**src/hdl/ofc_params.svh**
```systemverilog
/*
 Constants of the output frame composer: byte addresses, field
 positions, reset values, pattern codes and frame sizes.
 Assumes inclusion by ofc_pkg and by both design modules.
*/
// Operation
// - Control bit 14 appends 4-bit node address
// - Bits 13-12 pick supply alarm flags appended
// - Bits 11-10 pick input alarm flags appended
// - Bit 8 appends the 4-bit range code
// - Bit 3 appends two parity bits last
// - Result parity: even over result bits only
// - Frame parity: even over all frame bits before the two parity bits
// - Parity lengthens frame by exactly two bits
// - Codes 0xx result, 100 zeros, 101 ones
// - 110 alternating bits, 111 alternating pairs
// - Reserved bits ignore writes, read zero
// - Parity enable, range code clear on power-on only
// - Control register bytes at 10h to 13h
// - Range register bytes at 14h to 17h
// - Reference-off bit 6, range code 3:0
// - Reference-off one stops internal reference
// - Range codes select bipolar or unipolar spans
`ifndef OFC_PARAMS_SVH
`define OFC_PARAMS_SVH
`define OFC_ADDR_CTL_B0 8'h10
`define OFC_ADDR_CTL_B1 8'h11
`define OFC_ADDR_CTL_B2 8'h12
`define OFC_ADDR_CTL_B3 8'h13
`define OFC_ADDR_RNG_B0 8'h14
`define OFC_ADDR_RNG_B1 8'h15
`define OFC_ADDR_RNG_B2 8'h16
`define OFC_ADDR_RNG_B3 8'h17
`define OFC_CTL_NODE     14
`define OFC_CTL_SUP_LO   13
`define OFC_CTL_SUP_HI   12
`define OFC_CTL_IN_LO    11
`define OFC_CTL_IN_HI    10
`define OFC_CTL_RANGE    8
`define OFC_CTL_PARITY   3
`define OFC_CTL_PAT_MSB  2
`define OFC_RNG_REF_OFF  6
`define OFC_RNG_CODE_MSB 3
`define OFC_BYTE1_BASE   8
`define OFC_PAT_ZEROS 2'h0
`define OFC_PAT_ONES  2'h1
`define OFC_PAT_ALT1  2'h2
`define OFC_PAT_ALT2  2'h3
`define OFC_RST_BIT   1'h0
`define OFC_RST_SEL_N 1'h1
`define OFC_RST_SEL   2'h0
`define OFC_RST_PAT   3'h0
`define OFC_RST_CODE  4'h0
`define OFC_RST_BYTE  8'h00
`define OFC_NODE_W    4
`define OFC_RANGE_W   4
`define OFC_FIELDS_W  18
`define OFC_FRAME_MAX 32
`define OFC_LEN_W     6
`endif

```
**src/hdl/ofc_pkg.sv**
```systemverilog
/*
 Types shared by the output frame composer and its serialiser.
 Assumes ofc_params.svh is on the include path.
*/
`include "ofc_params.svh"
package ofc_pkg;
    typedef struct packed {
        logic sup_hi;
        logic sup_lo;
        logic in_hi;
        logic in_lo;
    } ofc_alarm_t;

    typedef struct packed {
        logic [`OFC_FRAME_MAX-1:0] bits;
        logic [`OFC_LEN_W-1:0]     len;
    } ofc_frame_t;
endpackage

```
**src/hdl/ofc_bit_shifter.sv**
```systemverilog
/*
 Serialiser: loads a left-aligned frame and shifts it out MSB first.
 Assumes load and shift strobes are one-cycle pulses on clock_in.
*/
`timescale 1ns/1ps
`default_nettype none
`include "ofc_params.svh"
module ofc_bit_shifter
    import ofc_pkg::*;
(
    input  wire logic       clock_in,
    input  wire logic       rst_n_in,
    input  wire logic       load_in,
    input  wire logic       shift_in,
    input  wire ofc_frame_t frame_in,
    output logic            bit_out,
    output logic            busy_out
);
    logic [`OFC_FRAME_MAX-1:0] shreg_r;
    logic [`OFC_LEN_W-1:0]     left_r;
    logic                      more_w;

    assign more_w   = (left_r != '0);
    assign bit_out  = shreg_r[`OFC_FRAME_MAX-1];
    assign busy_out = more_w;

    // Zeros follow the last frame bit
    always_ff @(posedge clock_in) begin
        if (!rst_n_in) begin
            shreg_r <= '0;
            left_r  <= '0;
        end else if (load_in) begin
            shreg_r <= frame_in.bits;
            left_r  <= frame_in.len;
        end else if (shift_in && more_w) begin
            shreg_r <= {shreg_r[`OFC_FRAME_MAX-2:0], 1'b0};
            left_r  <= left_r - `OFC_LEN_W'(1);
        end
    end
endmodule
`default_nettype wire

```
**src/hdl/ofc_frame_composer.sv**
```systemverilog
/*
 Output frame composer: output-control and range-select registers,
 frame assembly with optional fields and parity, serial output.
 Assumes a byte-wide register port on clock_in, an SPI mode-0 reader
 whose clock and select arrive asynchronously, and alarm flags,
 node address and conversion result from logic on clock_in.
*/
`timescale 1ns/1ps
`default_nettype none
`include "ofc_params.svh"
module ofc_frame_composer
    import ofc_pkg::*;
#(
    parameter int RESULT_W = 14
) (
    input  wire logic                    clock_in,
    input  wire logic                    rst_n_in,
    input  wire logic                    por_n_in,
    input  wire logic [7:0]              reg_addr_in,
    input  wire logic [7:0]              reg_wdata_in,
    input  wire logic                    reg_wr_in,
    input  wire logic                    reg_rd_in,
    output logic      [7:0]              reg_rdata_out,
    input  wire logic [RESULT_W-1:0]     result_in,
    input  wire logic [`OFC_NODE_W-1:0]  node_address_in,
    input  wire ofc_alarm_t              alarm_in,
    input  wire logic                    sclk_in,
    input  wire logic                    cs_n_in,
    output logic                         serial_out_lines_out,
    output logic                         serial_out_oe_n_out,
    output logic                         frame_busy_out,
    output logic                         internal_reference_off_out,
    output logic [`OFC_RANGE_W-1:0]      range_code_out
);
    localparam int MAXW = `OFC_FRAME_MAX;
    localparam int LW   = `OFC_LEN_W;

    generate
        if (RESULT_W < 2 || RESULT_W + `OFC_FIELDS_W > MAXW) begin : g_bad_width
            $error("RESULT_W does not fit the frame");
        end
    endgenerate

    // Control state
    logic                     node_app_r;
    logic                     sup_hi_app_r;
    logic                     sup_lo_app_r;
    logic                     in_hi_app_r;
    logic                     in_lo_app_r;
    logic                     range_app_r;
    logic                     parity_en_r;
    logic [2:0]               pat_sel_r;
    logic                     ref_off_r;
    logic [`OFC_RANGE_W-1:0]  range_code_r;
    logic [7:0]               rdata_r;

    // Register decode
    logic        hit_ctl0_w;
    logic        hit_ctl1_w;
    logic        hit_ctl2_w;
    logic        hit_ctl3_w;
    logic        hit_rng0_w;
    logic        hit_rng1_w;
    logic        hit_rng2_w;
    logic        hit_rng3_w;
    logic        wr_ctl0_w;
    logic        wr_ctl1_w;
    logic        wr_rng0_w;
    logic        app_clr_w;
    logic        por_clr_w;
    logic [31:0] ctl_word_w;
    logic [31:0] rng_word_w;
    logic [7:0]  rd_byte_w;

    // One select per byte address; unmatched addresses read zero
    assign hit_ctl0_w = (reg_addr_in == `OFC_ADDR_CTL_B0);
    assign hit_ctl1_w = (reg_addr_in == `OFC_ADDR_CTL_B1);
    assign hit_ctl2_w = (reg_addr_in == `OFC_ADDR_CTL_B2);
    assign hit_ctl3_w = (reg_addr_in == `OFC_ADDR_CTL_B3);
    assign hit_rng0_w = (reg_addr_in == `OFC_ADDR_RNG_B0);
    assign hit_rng1_w = (reg_addr_in == `OFC_ADDR_RNG_B1);
    assign hit_rng2_w = (reg_addr_in == `OFC_ADDR_RNG_B2);
    assign hit_rng3_w = (reg_addr_in == `OFC_ADDR_RNG_B3);

    assign app_clr_w = !rst_n_in || !por_n_in;
    assign por_clr_w = !por_n_in;
    assign wr_ctl0_w = reg_wr_in && hit_ctl0_w;
    assign wr_ctl1_w = reg_wr_in && hit_ctl1_w;
    assign wr_rng0_w = reg_wr_in && hit_rng0_w;

    // Parity enable and pattern select, low byte
    always_ff @(posedge clock_in) begin
        if (por_clr_w) begin
            parity_en_r <= `OFC_RST_BIT;
        end else if (wr_ctl0_w) begin
            parity_en_r <= reg_wdata_in[`OFC_CTL_PARITY];
        end
    end

    always_ff @(posedge clock_in) begin
        if (app_clr_w) begin
            pat_sel_r <= `OFC_RST_PAT;
        end else if (wr_ctl0_w) begin
            pat_sel_r <= reg_wdata_in[`OFC_CTL_PAT_MSB:0];
        end
    end

    // Field appends, second byte; bits 15 and 9 are not stored
    always_ff @(posedge clock_in) begin
        if (app_clr_w) begin
            node_app_r   <= `OFC_RST_BIT;
            sup_hi_app_r <= `OFC_RST_BIT;
            sup_lo_app_r <= `OFC_RST_BIT;
            in_hi_app_r  <= `OFC_RST_BIT;
            in_lo_app_r  <= `OFC_RST_BIT;
            range_app_r  <= `OFC_RST_BIT;
        end else if (wr_ctl1_w) begin
            node_app_r   <= reg_wdata_in[`OFC_CTL_NODE - `OFC_BYTE1_BASE];
            sup_hi_app_r <= reg_wdata_in[`OFC_CTL_SUP_HI - `OFC_BYTE1_BASE];
            sup_lo_app_r <= reg_wdata_in[`OFC_CTL_SUP_LO - `OFC_BYTE1_BASE];
            in_hi_app_r  <= reg_wdata_in[`OFC_CTL_IN_HI - `OFC_BYTE1_BASE];
            in_lo_app_r  <= reg_wdata_in[`OFC_CTL_IN_LO - `OFC_BYTE1_BASE];
            range_app_r  <= reg_wdata_in[`OFC_CTL_RANGE - `OFC_BYTE1_BASE];
        end
    end

    // Range-select register
    always_ff @(posedge clock_in) begin
        if (app_clr_w) begin
            ref_off_r <= `OFC_RST_BIT;
        end else if (wr_rng0_w) begin
            ref_off_r <= reg_wdata_in[`OFC_RNG_REF_OFF];
        end
    end

    always_ff @(posedge clock_in) begin
        if (por_clr_w) begin
            range_code_r <= `OFC_RST_CODE;
        end else if (wr_rng0_w) begin
            range_code_r <= reg_wdata_in[`OFC_RNG_CODE_MSB:0];
        end
    end

    // Reserved positions are constant zero
    always_comb begin
        ctl_word_w = '0;
        ctl_word_w[`OFC_CTL_NODE]   = node_app_r;
        ctl_word_w[`OFC_CTL_SUP_LO] = sup_lo_app_r;
        ctl_word_w[`OFC_CTL_SUP_HI] = sup_hi_app_r;
        ctl_word_w[`OFC_CTL_IN_LO]  = in_lo_app_r;
        ctl_word_w[`OFC_CTL_IN_HI]  = in_hi_app_r;
        ctl_word_w[`OFC_CTL_RANGE]  = range_app_r;
        ctl_word_w[`OFC_CTL_PARITY] = parity_en_r;
        ctl_word_w[`OFC_CTL_PAT_MSB:0] = pat_sel_r;
    end

    always_comb begin
        rng_word_w = '0;
        rng_word_w[`OFC_RNG_REF_OFF]    = ref_off_r;
        rng_word_w[`OFC_RNG_CODE_MSB:0] = range_code_r;
    end

    assign rd_byte_w =
        hit_ctl0_w ? ctl_word_w[7:0]   :
        hit_ctl1_w ? ctl_word_w[15:8]  :
        hit_ctl2_w ? ctl_word_w[23:16] :
        hit_ctl3_w ? ctl_word_w[31:24] :
        hit_rng0_w ? rng_word_w[7:0]   :
        hit_rng1_w ? rng_word_w[15:8]  :
        hit_rng2_w ? rng_word_w[23:16] :
        hit_rng3_w ? rng_word_w[31:24] :
        `OFC_RST_BYTE;

    // Read data one cycle after the strobe, held until the next read
    always_ff @(posedge clock_in) begin
        if (app_clr_w) begin
            rdata_r <= `OFC_RST_BYTE;
        end else if (reg_rd_in) begin
            rdata_r <= rd_byte_w;
        end
    end

    assign reg_rdata_out              = rdata_r;
    assign internal_reference_off_out = ref_off_r;
    assign range_code_out             = range_code_r;

    // Test patterns, MSB first: 0101... and 0011...
    logic [RESULT_W-1:0] alt1_w;
    logic [RESULT_W-1:0] alt2_w;
    logic [RESULT_W-1:0] payload_w;
    logic                pat_live_w;
    logic [1:0]          pat_code_w;

    generate
        for (genvar g = 0; g < RESULT_W; g++) begin : g_pat
            localparam int D = RESULT_W - 1 - g;
            assign alt1_w[g] = 1'((D % 2) != 0);
            assign alt2_w[g] = 1'(((D / 2) % 2) != 0);
        end
    endgenerate

    assign pat_live_w = !pat_sel_r[`OFC_CTL_PAT_MSB];
    assign pat_code_w = pat_sel_r[`OFC_CTL_PAT_MSB-1:0];
    assign payload_w =
        pat_live_w ? result_in :
        (pat_code_w == `OFC_PAT_ZEROS) ? '0 :
        (pat_code_w == `OFC_PAT_ONES)  ? '1 :
        (pat_code_w == `OFC_PAT_ALT1)  ? alt1_w :
        alt2_w;

    // Frame assembly, right-aligned, then moved to the top
    logic [MAXW-1:0] asm_v;
    logic [LW-1:0]   len_v;
    logic            res_par_v;
    logic            frm_par_v;
    ofc_frame_t      frame_w;

    always_comb begin
        asm_v     = '0;
        len_v     = LW'(RESULT_W);
        res_par_v = ^payload_w;
        frm_par_v = 1'b0;
        asm_v[RESULT_W-1:0] = payload_w;
        if (node_app_r) begin
            asm_v = {asm_v[MAXW-`OFC_NODE_W-1:0], node_address_in};
            len_v = len_v + LW'(`OFC_NODE_W);
        end
        if (sup_hi_app_r) begin
            asm_v = {asm_v[MAXW-2:0], alarm_in.sup_hi};
            len_v = len_v + LW'(1);
        end
        if (sup_lo_app_r) begin
            asm_v = {asm_v[MAXW-2:0], alarm_in.sup_lo};
            len_v = len_v + LW'(1);
        end
        if (in_hi_app_r) begin
            asm_v = {asm_v[MAXW-2:0], alarm_in.in_hi};
            len_v = len_v + LW'(1);
        end
        if (in_lo_app_r) begin
            asm_v = {asm_v[MAXW-2:0], alarm_in.in_lo};
            len_v = len_v + LW'(1);
        end
        if (range_app_r) begin
            asm_v = {asm_v[MAXW-`OFC_RANGE_W-1:0], range_code_r};
            len_v = len_v + LW'(`OFC_RANGE_W);
        end
        frm_par_v = ^asm_v;
        if (parity_en_r) begin
            asm_v = {asm_v[MAXW-3:0], res_par_v, frm_par_v};
            len_v = len_v + LW'(2);
        end
        frame_w.bits = asm_v << (LW'(MAXW) - len_v);
        frame_w.len  = len_v;
    end

    // Link inputs: two flip-flops, then an edge-history stage
    logic sclk_s1_r;
    logic sclk_s2_r;
    logic sclk_s3_r;
    logic cs_n_s1_r;
    logic cs_n_s2_r;
    logic cs_n_s3_r;
    logic cs_fall_w;
    logic sclk_fall_w;

    always_ff @(posedge clock_in) begin
        if (app_clr_w) begin
            sclk_s1_r <= `OFC_RST_BIT;
            sclk_s2_r <= `OFC_RST_BIT;
            sclk_s3_r <= `OFC_RST_BIT;
            cs_n_s1_r <= `OFC_RST_SEL_N;
            cs_n_s2_r <= `OFC_RST_SEL_N;
            cs_n_s3_r <= `OFC_RST_SEL_N;
        end else begin
            sclk_s1_r <= sclk_in;
            sclk_s2_r <= sclk_s1_r;
            sclk_s3_r <= sclk_s2_r;
            cs_n_s1_r <= cs_n_in;
            cs_n_s2_r <= cs_n_s1_r;
            cs_n_s3_r <= cs_n_s2_r;
        end
    end

    assign cs_fall_w   = cs_n_s3_r && !cs_n_s2_r;
    assign sclk_fall_w = sclk_s3_r && !sclk_s2_r && !cs_n_s2_r;

    // Frame captured as select falls; first bit shows at once
    ofc_bit_shifter u_shifter (
        .clock_in (clock_in),
        .rst_n_in (!app_clr_w),
        .load_in  (cs_fall_w),
        .shift_in (sclk_fall_w),
        .frame_in (frame_w),
        .bit_out  (serial_out_lines_out),
        .busy_out (frame_busy_out)
    );

    // Line driven while select is low
    assign serial_out_oe_n_out = cs_n_s2_r;
endmodule
`default_nettype wire

```
**config.mk**
```make
export PLATFORM = sky130hd
export DESIGN_NAME = ofc_frame_composer
export DESIGN_NICKNAME = d
export VERILOG_FILES = /design/src/hdl/ofc_pkg.sv /design/src/hdl/ofc_bit_shifter.sv /design/src/hdl/ofc_frame_composer.sv
export VERILOG_INCLUDE_DIRS = /design/src /design/src/hdl
export SDC_FILE = /design/constraint.sdc
export NUM_CORES = 1
export LEC_CHECK = 0
export BUFFER_PORTS_ARGS = -buffer_cell sky130_fd_sc_hd__buf_2
export CORE_MARGIN = 2
export CORE_UTILIZATION = 50
export DETAILED_ROUTE_END_ITERATION = 8
export PLACE_DENSITY = 0.68
export SETUP_SLACK_MARGIN = 0.05
export SYNTH_ARGS = -nofsm -noshare
export SYNTH_HDL_FRONTEND = slang
export SYNTH_HIERARCHICAL = 1
export SYNTH_SLANG_ARGS = --single-unit
```
**constraint.sdc**
```tcl
create_clock -name clock_in -period 14 [get_ports clock_in]
set_input_delay 0.7 -clock clock_in [delete_from_list [all_inputs] [get_ports clock_in]]
set_output_delay 0.7 -clock clock_in [all_outputs]
set_load 0.02 [all_outputs]
```
==> results.json, run 1 <==
{
  "maxCapViolations": 0,
  "cts_resized": 0,
  "synth-edff-count": 0,
  "dpl-instance-area_um2": 8700,
  "clk_path_buf_depth": 2,
  "cts_buffers": 9,
  "synthArstFlopShare_pct": 0,
  "fin_crit_ns": 6.29,
  "syn_nets": 1212,
  "viasPerCell": 6.22,
  "wl_per_cell_um": 17.3,
  "ioPinCount": 61,
  "grt_pass1_vias": 7750,
  "clk_pin_slew_ns": 0.06,
  "fin_ws_ns": 7.71,
  "slew_headroom_pct": 21.7,
  "hold_path.class": "reg -> reg",
  "cts_hold_buffers": 0,
  "dominantRegCellSynth": "dfxtp_1",
  "fin_area_um2": 9060,
  "gp_congestion": 0.896,
  "p_leak_nw": 3.44,
  "drtIter0Drc": 914,
  "synth_warnings": 6,
  "grt_start_max_net_pins": 74,
  "wl_um": 23600,
  "finalSetupViolations": 0,
  "finalMaxSlewViolations": 0,
  "tritoncts": "done",
  "netlist_area_um2": 8470,
  "chipWidth_um": 134,
  "ys_seq_area_share_pct": 15.6,
  "start_util_pct": 51.1,
  "synth.distinct_cells": 86,
  "post-cts-setup-buffers": 0,
  "cts.sinks": 66,
  "period_share_pct": 44.9,
  "dp_hpwl_um": 17200,
  "irDropWorstVdd_mv": 0.0622,
  "yosysMostFrequentCell": "nand2_1",
  "final_nets": 1200,
  "drive_above_1_share_pct": 15.2,
  "path_class": "reg -> reg",
  "fill_cells": 1622,
  "yosys-top-cells-area": "dfxtp_1 16%, mux2i_1 10%, nand2_1 6.6%",
  "antenna_cells": 0,
  "ctsHtreeMaxLevel": 3,
  "max_slew.worst_pin.slew_ns": 1.17,
  "start_kind": "flop",
  "power_density_nw_per_um2": 60.8,
  "synth_top_cell_area_share_pct": 15.6,
  "synthCells": 1153,
  "rsz0062_at_grt": "false",
  "synthToLayoutAreaGrowth_pct": 6.90,
  "fmax_ghz": 0.159,
  "antenna_found_initial": 0,
  "vias": 8496,
  "port_buffers": 58,
  "synth_top_area_cell": "dfxtp_1",
  "rows": 47,
  "status": "completed",
  "critPathRequiredTime_ns": 14.26,
  "crit_arrival_ns": 6.55,
  "ys_ff_latch": 66,
  "synth.avg_cell_area_um2": 7.35,
  "drtPass1Iterations": 5,
  "total_power_mw": 0.551,
  "endpoint_kind": "flop",
  "drc": 0,
  "insertion_delay_ns": 0.34,
  "die_y_um": 134,
  "track_usage_pct": 26.3,
  "path_max_fanout": 26,
  "final_hold_viol_count": 0,
  "die_area_um2": 18000,
  "final_util_pct": 54.6,
  "place_ws_ns": 7.81,
  "synthTopCellsByCount": "148 x nand2_1, 112 x nor2_1, 88 x mux2i_1",
  "cts_root_buffer": "clkbuf_16",
  "tns_ns": 0,
  "ant_nets": 0,
  "grt_pass1_wl_um": 39200,
  "grt_remaining_overflow": 0,
  "finClkSkew_ns": 0.00440,
  "coreArea_um2": 16600
}
==> layout by cell type, fill, tap and decap left out, types with 14 or more instances in the layout <==
cell type    n
xnor2_1     37
mux2i_1     88
o22ai_1     15
mux2_2      32
nor3_1      24
o211ai_1    23
buf_4       15
dfxtp_1     63
nor2b_1     20
buf_2       58
a31oi_1     39
a21oi_1     72
nand2_1    148
o21ai_0     84
inv_1       16
nor2_1     112
nand2b_1    25
nand3_1     31
xor2_1      24
ha_1        14
mux4_2      17
==> kinds of logic after synthesis <==
kind of cell	synth area share (%)
adders and majority gates	2.07
other	0.0443
xor gates and xnor gates	7.81
muxes	19.3
and+or+nand+nor	21.9
buffers and inverters	6.76
AOI/OAI and AO/OA	26.5
DFF	15.6
==> worst paths after layout <==
path                 from                     to  slack, ns  depth (start not counted)
max          sup_lo_app_r  u_shifter/shreg_r[30]       7.71                         20
min             cs_n_s1_r    serial_out_oe_n_out       0.41                          1
min reg2reg     cs_n_s1_r    serial_out_oe_n_out       0.41                          1
max reg2reg  sup_lo_app_r  u_shifter/shreg_r[30]       7.71                         20
==> layer usage <==
layer  up-vias  routed length (um)  GRT usage, %
li1       4183                   -             -
met1      3985               10600          36.0
met2       286               11000          42.1
met3        42                1410          4.57
met4         0                 649          8.95
met5         -                   0             0
==> power breakdown <==
group          internal [mW]  leakage [nW]  total [mW]  switching [mW]
Sequential             0.189         0.534       0.190        0.000773
Clock                  0.179         0.165       0.265          0.0856
Combinational         0.0419          2.74      0.0961          0.0542
Total                  0.410          3.44       0.551           0.141
==> critical path, cell delays in order, from the launching register on <==
cell	delay, ns
dfxtp_1	0.34
clkinv_1	0.64
ha_1	0.62
xor2_1	0.32
ha_1	0.24
nand2_1	0.07
xnor2_1	0.33
xnor2_1	0.20
ha_1	0.27
mux2i_1	0.46
inv_1	0.15
nor3_2	0.43
mux2_2	0.39
nor2_1	0.09
a21oi_1	0.07
xnor2_1	0.21
or2_2	0.53
or3_1	0.44
o211ai_1	0.13
o21ai_0	0.11
a31oi_1	0.17
==> cell type report <==
cell class,count,area [um2],area share (%)
clock inverters,6,114,1.26
clock buffers,10,239,2.64
flip-flops and latches,66,1330,14.6
well taps,220,275,3.04
repair buffers,73,403,4.45
multi-input cells,969,6620,73.0
inverters,22,85.1,0.939
==> per-stage QoR <==
| stage | hold WS (ns) | std cells |
|---|---|---|
| floorplan | 0.393 | 1153 |
| global placement | 0.398 | 1350 |
| detailed placement | 0.400 | 1350 |
| CTS | 0.414 | 1366 |
| global route | 0.430 | 1366 |
| finish | 0.411 | 1366 |
==> flip-flops by register name (all words and copies together), names as in the netlist, 3 cells and up <==
signal,flops
pat_sel_r,3
range_code_out,4
reg_rdata_out,7
u_shifter/left_r,6
u_shifter/shreg_r,32
No activity file was read; power rests on OpenSTA's default activity.
==> run 2: changes to the inputs <==
Settings changed: PLACE_DENSITY 0.68 to 0.71.
Clock period 14 ns to 5.3 ns, I/O delays scaled along.
==> results.json, run 2 (synthesized netlist as in run 1, its figures left out) <==
{
  "die_area_um2": 18000,
  "hold-path-endpoint": "cs_n_s1_r",
  "cts_resized": 0,
  "grt_start_max_net_pins": 74,
  "die_y_um": 134,
  "insertion_delay_ns": 0.33,
  "cts.sinks": 66,
  "ioPinCount": 61,
  "endpoint_kind": "flop",
  "finClkSkew_ns": 0.00537,
  "drive_above_1_share_pct": 17.7,
  "final_nets": 1228,
  "p_leak_nw": 3.58,
  "place_ws_ns": 0.166,
  "reg2reg_to": "u_shifter/shreg_r[28]",
  "gp_congestion": 0.959,
  "rsz0062_at_grt": "true",
  "fmax_ghz": 0.202,
  "grt_remaining_overflow": 0,
  "p_sw_share_pct": 26.0,
  "maxCapViolations": 0,
  "port_buffers": 58,
  "status": "completed",
  "clk_pin_slew_ns": 0.06,
  "reg2reg_depth": 18,
  "antenna_cells": 0,
  "start_util_pct": 51.1,
  "antenna_found_initial": 0,
  "viasPerCell": 6.21,
  "wl_um": 24200,
  "power_density_nw_per_um2": 145,
  "grt_pass1_wl_um": 40000,
  "layout_common_cells": "148 x nand2_1, 112 x nor2_1, 86 x mux2i_1",
  "critPathRequiredTime_ns": 5.56,
  "seqPwrFrac_pct": 37.2,
  "r2r_slack_ns": 0.34,
  "min-delay-start": "cs_n_in",
  "ant_nets": 0,
  "final_hold_viol_count": 0,
  "crit_arrival_ns": 5.22,
  "fin_crit_ns": 4.96,
  "path_max_fanout": 12,
  "cts_buffers": 9,
  "irDropWorstVdd_mv": 0.146,
  "synthToLayoutAreaGrowth_pct": 9.29,
  "coreArea_um2": 16600,
  "max_slew.worst_pin.slew_ns": 1.08,
  "path_class": "reg -> reg",
  "period_share_pct": 93.6,
  "start_kind": "flop",
  "p_int_mw": 0.996,
  "largest_reg_flops": 32,
  "post-cts-setup-buffers": 0,
  "hold_slack_ns": 0.122,
  "dp_hpwl_um": 17900,
  "finalSetupViolations": 0,
  "cts_root_buffer": "clkbuf_16",
  "finalMaxSlewViolations": 0,
  "fin_ws_ns": 0.341,
  "p_sw_mw": 0.350,
  "slew_headroom_pct": 27.5,
  "p_clk_share_pct": 43.8,
  "drtIter0Drc": 962,
  "vias": 8642,
  "cts_hold_buffers": 0,
  "r2r_start": "pat_sel_r[1]",
  "ctsHtreeMaxLevel": 3,
  "top_register": "u_shifter/shreg_r",
  "wl_per_cell_um": 17.4,
  "rows": 47,
  "track_usage_pct": 26.9,
  "drtPass1Iterations": 5,
  "hold_path.class": "in -> reg",
  "tritoncts": "done",
  "grt_pass1_vias": 7873,
  "tns_ns": 0,
  "hold_path_depth": 2,
  "p_comb_share_pct": 19.0,
  "clk_path_buf_depth": 2,
  "drc": 0,
  "final_common_cell": "nand2_1",
  "chipWidth_um": 134
}
==> run 2: layout make-up <==
type	count	area (um2)
inverters	22	85.1
well taps	220	275
clock inverters	3	40.0
fillers	1617	7320
repair buffers	101	638
flip-flops and latches	66	1330
multi-input cells	969	6640
clock buffers	11	253
==> run 2: per-stage QoR <==
stage	instance area (um2)	utilization [%]	power [mW]	cells
3_3_place_gp	8930	53.9	0.761	1378
5_1_grt	9260	55.8	1.40	1392
6_report	9260	55.8	1.35	1392
2_1_floorplan	8470	-	0.692	1153
3_5_place_dp	8930	53.9	0.763	1378
4_1_cts	9220	55.6	1.35	1392
==> run 2: power groups by stage <==
stage / Sequential (mW) / Combinational [mW] / Clock (mW)
4_1_cts: 0.502 / 0.251 / 0.602
2_1_floorplan: 0.512 / 0.180 / 0
3_3_place_gp: 0.512 / 0.248 / 0
3_5_place_dp: 0.512 / 0.250 / 0
6_report: 0.501 / 0.255 / 0.590
5_1_grt: 0.501 / 0.278 / 0.621
==> run 2: worst max-delay path by stage <==
stage                             from                    end  slack, ns
after floorplan           sup_lo_app_r  u_shifter/shreg_r[25]       0.06
after global placement    pat_sel_r[2]  u_shifter/shreg_r[28]       0.34
after detailed placement  pat_sel_r[2]  u_shifter/shreg_r[28]       0.17
after CTS                 pat_sel_r[2]  u_shifter/shreg_r[28]       0.17
after global routing      pat_sel_r[1]  u_shifter/shreg_r[29]       0.03
final                     pat_sel_r[1]  u_shifter/shreg_r[28]       0.34
==> run 2: metal layers <==
layer  routed length [um]  GRT usage (%)
met5                    0              0
met4                  410           6.20
met3                 1340           3.59
met2                11100           43.1
met1                11300           38.6
==> run 2: worst max-delay path: stages, from the launching register on <==
cell      delay [ns]
dfxtp_1         0.36
inv_1           0.11
ha_2            0.47
nand2b_1        0.22
o211ai_1        0.15
a21oi_1         0.29
a211oi_1        0.11
o311ai_2        0.45
xor2_1          0.20
xnor3_1         0.44
xnor2_1         0.21
xnor3_1         0.38
xnor2_2         0.29
mux2i_1         0.14
nor3_2          0.24
a211oi_1        0.18
o32ai_2         0.29
o21ai_0         0.14
a31oi_1         0.20
==> run 3: changes to the inputs <==
Settings changed: SKIP_LAST_GASP set to 1.
Clock period 5.3 ns to 4 ns, I/O delays scaled along.
==> results.json, run 3 (synthesized netlist as in run 1, its figures left out) <==
{
  "status": "complete, but fails checks",
  "violations": "negative setup slack",
  "gp_congestion": 1.03,
  "vias": 10100,
  "crit_arrival_ns": 4.79,
  "hold_slack_ns": 0.0521,
  "grt_pass1_vias": 9389,
  "port_buffers": 58,
  "fill_cells": 1318,
  "grt_use_met2_pct": 52.3,
  "rows": 47,
  "grt.busiest_layer": "met2",
  "ant_nets": 0,
  "rsz0062_at_grt": "true",
  "fin_ws_ns": -0.530,
  "multi_input_area_um2": 7220,
  "viasPerCell": 6.14,
  "start_kind": "flop",
  "largest_reg_flops": 32,
  "total_power_mw": 1.91,
  "path_max_fanout": 4,
  "wl_um": 30700,
  "irDropWorstVdd_mv": 0.207,
  "dp_hpwl_um": 22400,
  "chipWidth_um": 134,
  "layout.cells.non_filler": 1645,
  "finalSetupViolations": 32,
  "coreArea_um2": 16600,
  "final_util_pct": 71.4,
  "power_density_nw_per_um2": 161,
  "wl_per_cell_um": 18.6,
  "drtPass1Iterations": 6,
  "final_nets": 1479,
  "layout_common_cells": "276 x buf_4, 146 x nand2_1, 109 x nor2_1",
  "cts_buffers": 9,
  "clk_pin_slew_ns": 0.06,
  "slew_headroom_pct": 29.4,
  "fin_crit_ns": 4.53,
  "insertion_delay_ns": 0.34,
  "antenna_cells": 0,
  "cts_root_buffer": "clkbuf_16",
  "grt_use_met1_pct": 44.5,
  "cts_hold_buffers": 0,
  "path_class": "reg -> reg",
  "tritoncts": "done",
  "drtIter0Drc": 1068,
  "endpoint_kind": "flop",
  "track_usage_pct": 32.7,
  "top_register": "u_shifter/shreg_r",
  "synthToLayoutAreaGrowth_pct": 39.8,
  "post-place-cells": 1585,
  "finalMaxSlewViolations": 0,
  "clk_path_buf_depth": 2,
  "die_area_um2": 18000,
  "p_leak_nw": 4.96,
  "drc": 0,
  "max_slew.worst_pin.slew_ns": 1.06,
  "seq_area_um2": 1330,
  "final_common_cell": "buf_4",
  "finClkSkew_ns": 0.0115,
  "antenna_found_initial": 1,
  "grt_remaining_overflow": 0,
  "start_util_pct": 51.1,
  "period_share_pct": 113,
  "drive_above_1_share_pct": 38.2,
  "grt_pass1_wl_um": 47800,
  "maxCapViolations": 0,
  "ioPinCount": 61,
  "tns_ns": -12.46,
  "cts.sinks": 66,
  "ctsHtreeMaxLevel": 3,
  "grt_start_max_net_pins": 74,
  "hold_path.class": "in -> reg",
  "die_y_um": 134,
  "final_hold_viol_count": 0,
  "grt_use_met3_pct": 6.54,
  "critPathRequiredTime_ns": 4.26,
  "fmax_ghz": 0.221
}
run 3: cell types whose count changed in the layout (fill, tap and decap cells not counted), moves of 6 or more:
cell     change
buf_4      +235
o21ai_0     -25
o21ai_1     +22
mux2i_1     -11
buf_6       +10
xnor2_1      -9
mux2_2       -8
mux2_4       +8
mux2i_2      +8
xnor2_2      +8
buf_12       +6
ha_1         -6
run 3: worst max-delay path, stage by stage (launching register included):
cell	delay, ns
dfxtp_2	0.32
inv_2	0.08
buf_6	0.12
ha_4	0.14
inv_2	0.05
mux4_2	0.49
and3_4	0.20
or3b_4	0.41
buf_6	0.14
a2bb2oi_2	0.13
mux2i_2	0.19
xor2_2	0.20
xnor2_2	0.15
xnor3_1	0.46
xnor2_2	0.27
mux2i_1	0.14
nor3_2	0.25
a211oi_2	0.14
buf_4	0.16
nor3_2	0.16
o21ai_1	0.09
a31oi_1	0.18
run 3: per-layer routing:
layer	vias up	part of all wire, %	wire [um]
met1	4793	43	13200
met2	469	46	14000
met4	0	2.9	884
li1	4754	-	-
met5	-	0	0
met3	78	8.3	2550
run 3: path summary, 6_finish.rpt:
kind	from	endpoint	cells past startpoint	slack, ns
max	pat_sel_r[1]	u_shifter/shreg_r[12]	21	-0.53
min	cs_n_in	cs_n_s1_r	2	0.05
max reg2reg	pat_sel_r[1]	u_shifter/shreg_r[12]	21	-0.53
min reg2reg	cs_n_s1_r	serial_out_oe_n_out	1	0.42
run 3: through the flow:
step / area [um2] / setup slack, ns
finish: 11800 / -0.530
global route: 11800 / -0.732
CTS: 11600 / -0.477
detailed placement: 10700 / -0.598
global placement: 10700 / -0.558
floorplan: 8720 / -0.462
run 3: final cells by class:
| class | count | share of cell area, % |
|---|---|---|
| Timing Repair Buffer | 352 | 22.3 |
| Tap cell | 220 | 2.32 |
| Multi-Input combinational cell | 969 | 61.0 |
| Sequential cell | 66 | 11.3 |
| Clock buffer | 9 | 1.90 |
| Clock inverter | 7 | 0.507 |
| Inverter | 22 | 0.803 |
run 3: power by group:
group,switching (mW),internal (mW)
logic,0.233,0.228
registers,0.00275,0.661
clock network,0.350,0.431
run 3: timing repair:
| item | in CTS | in global routing |
|---|---|---|
| setup buffers | 34 | 12 |
| gates cloned | 1 | 0 |
| pin swaps | 39 | 25 |
| endpoints found under the hold margin | 0 | 0 |
| resized for setup | 73 | 53 |
| setup endpoints to repair | 32 | 32 |
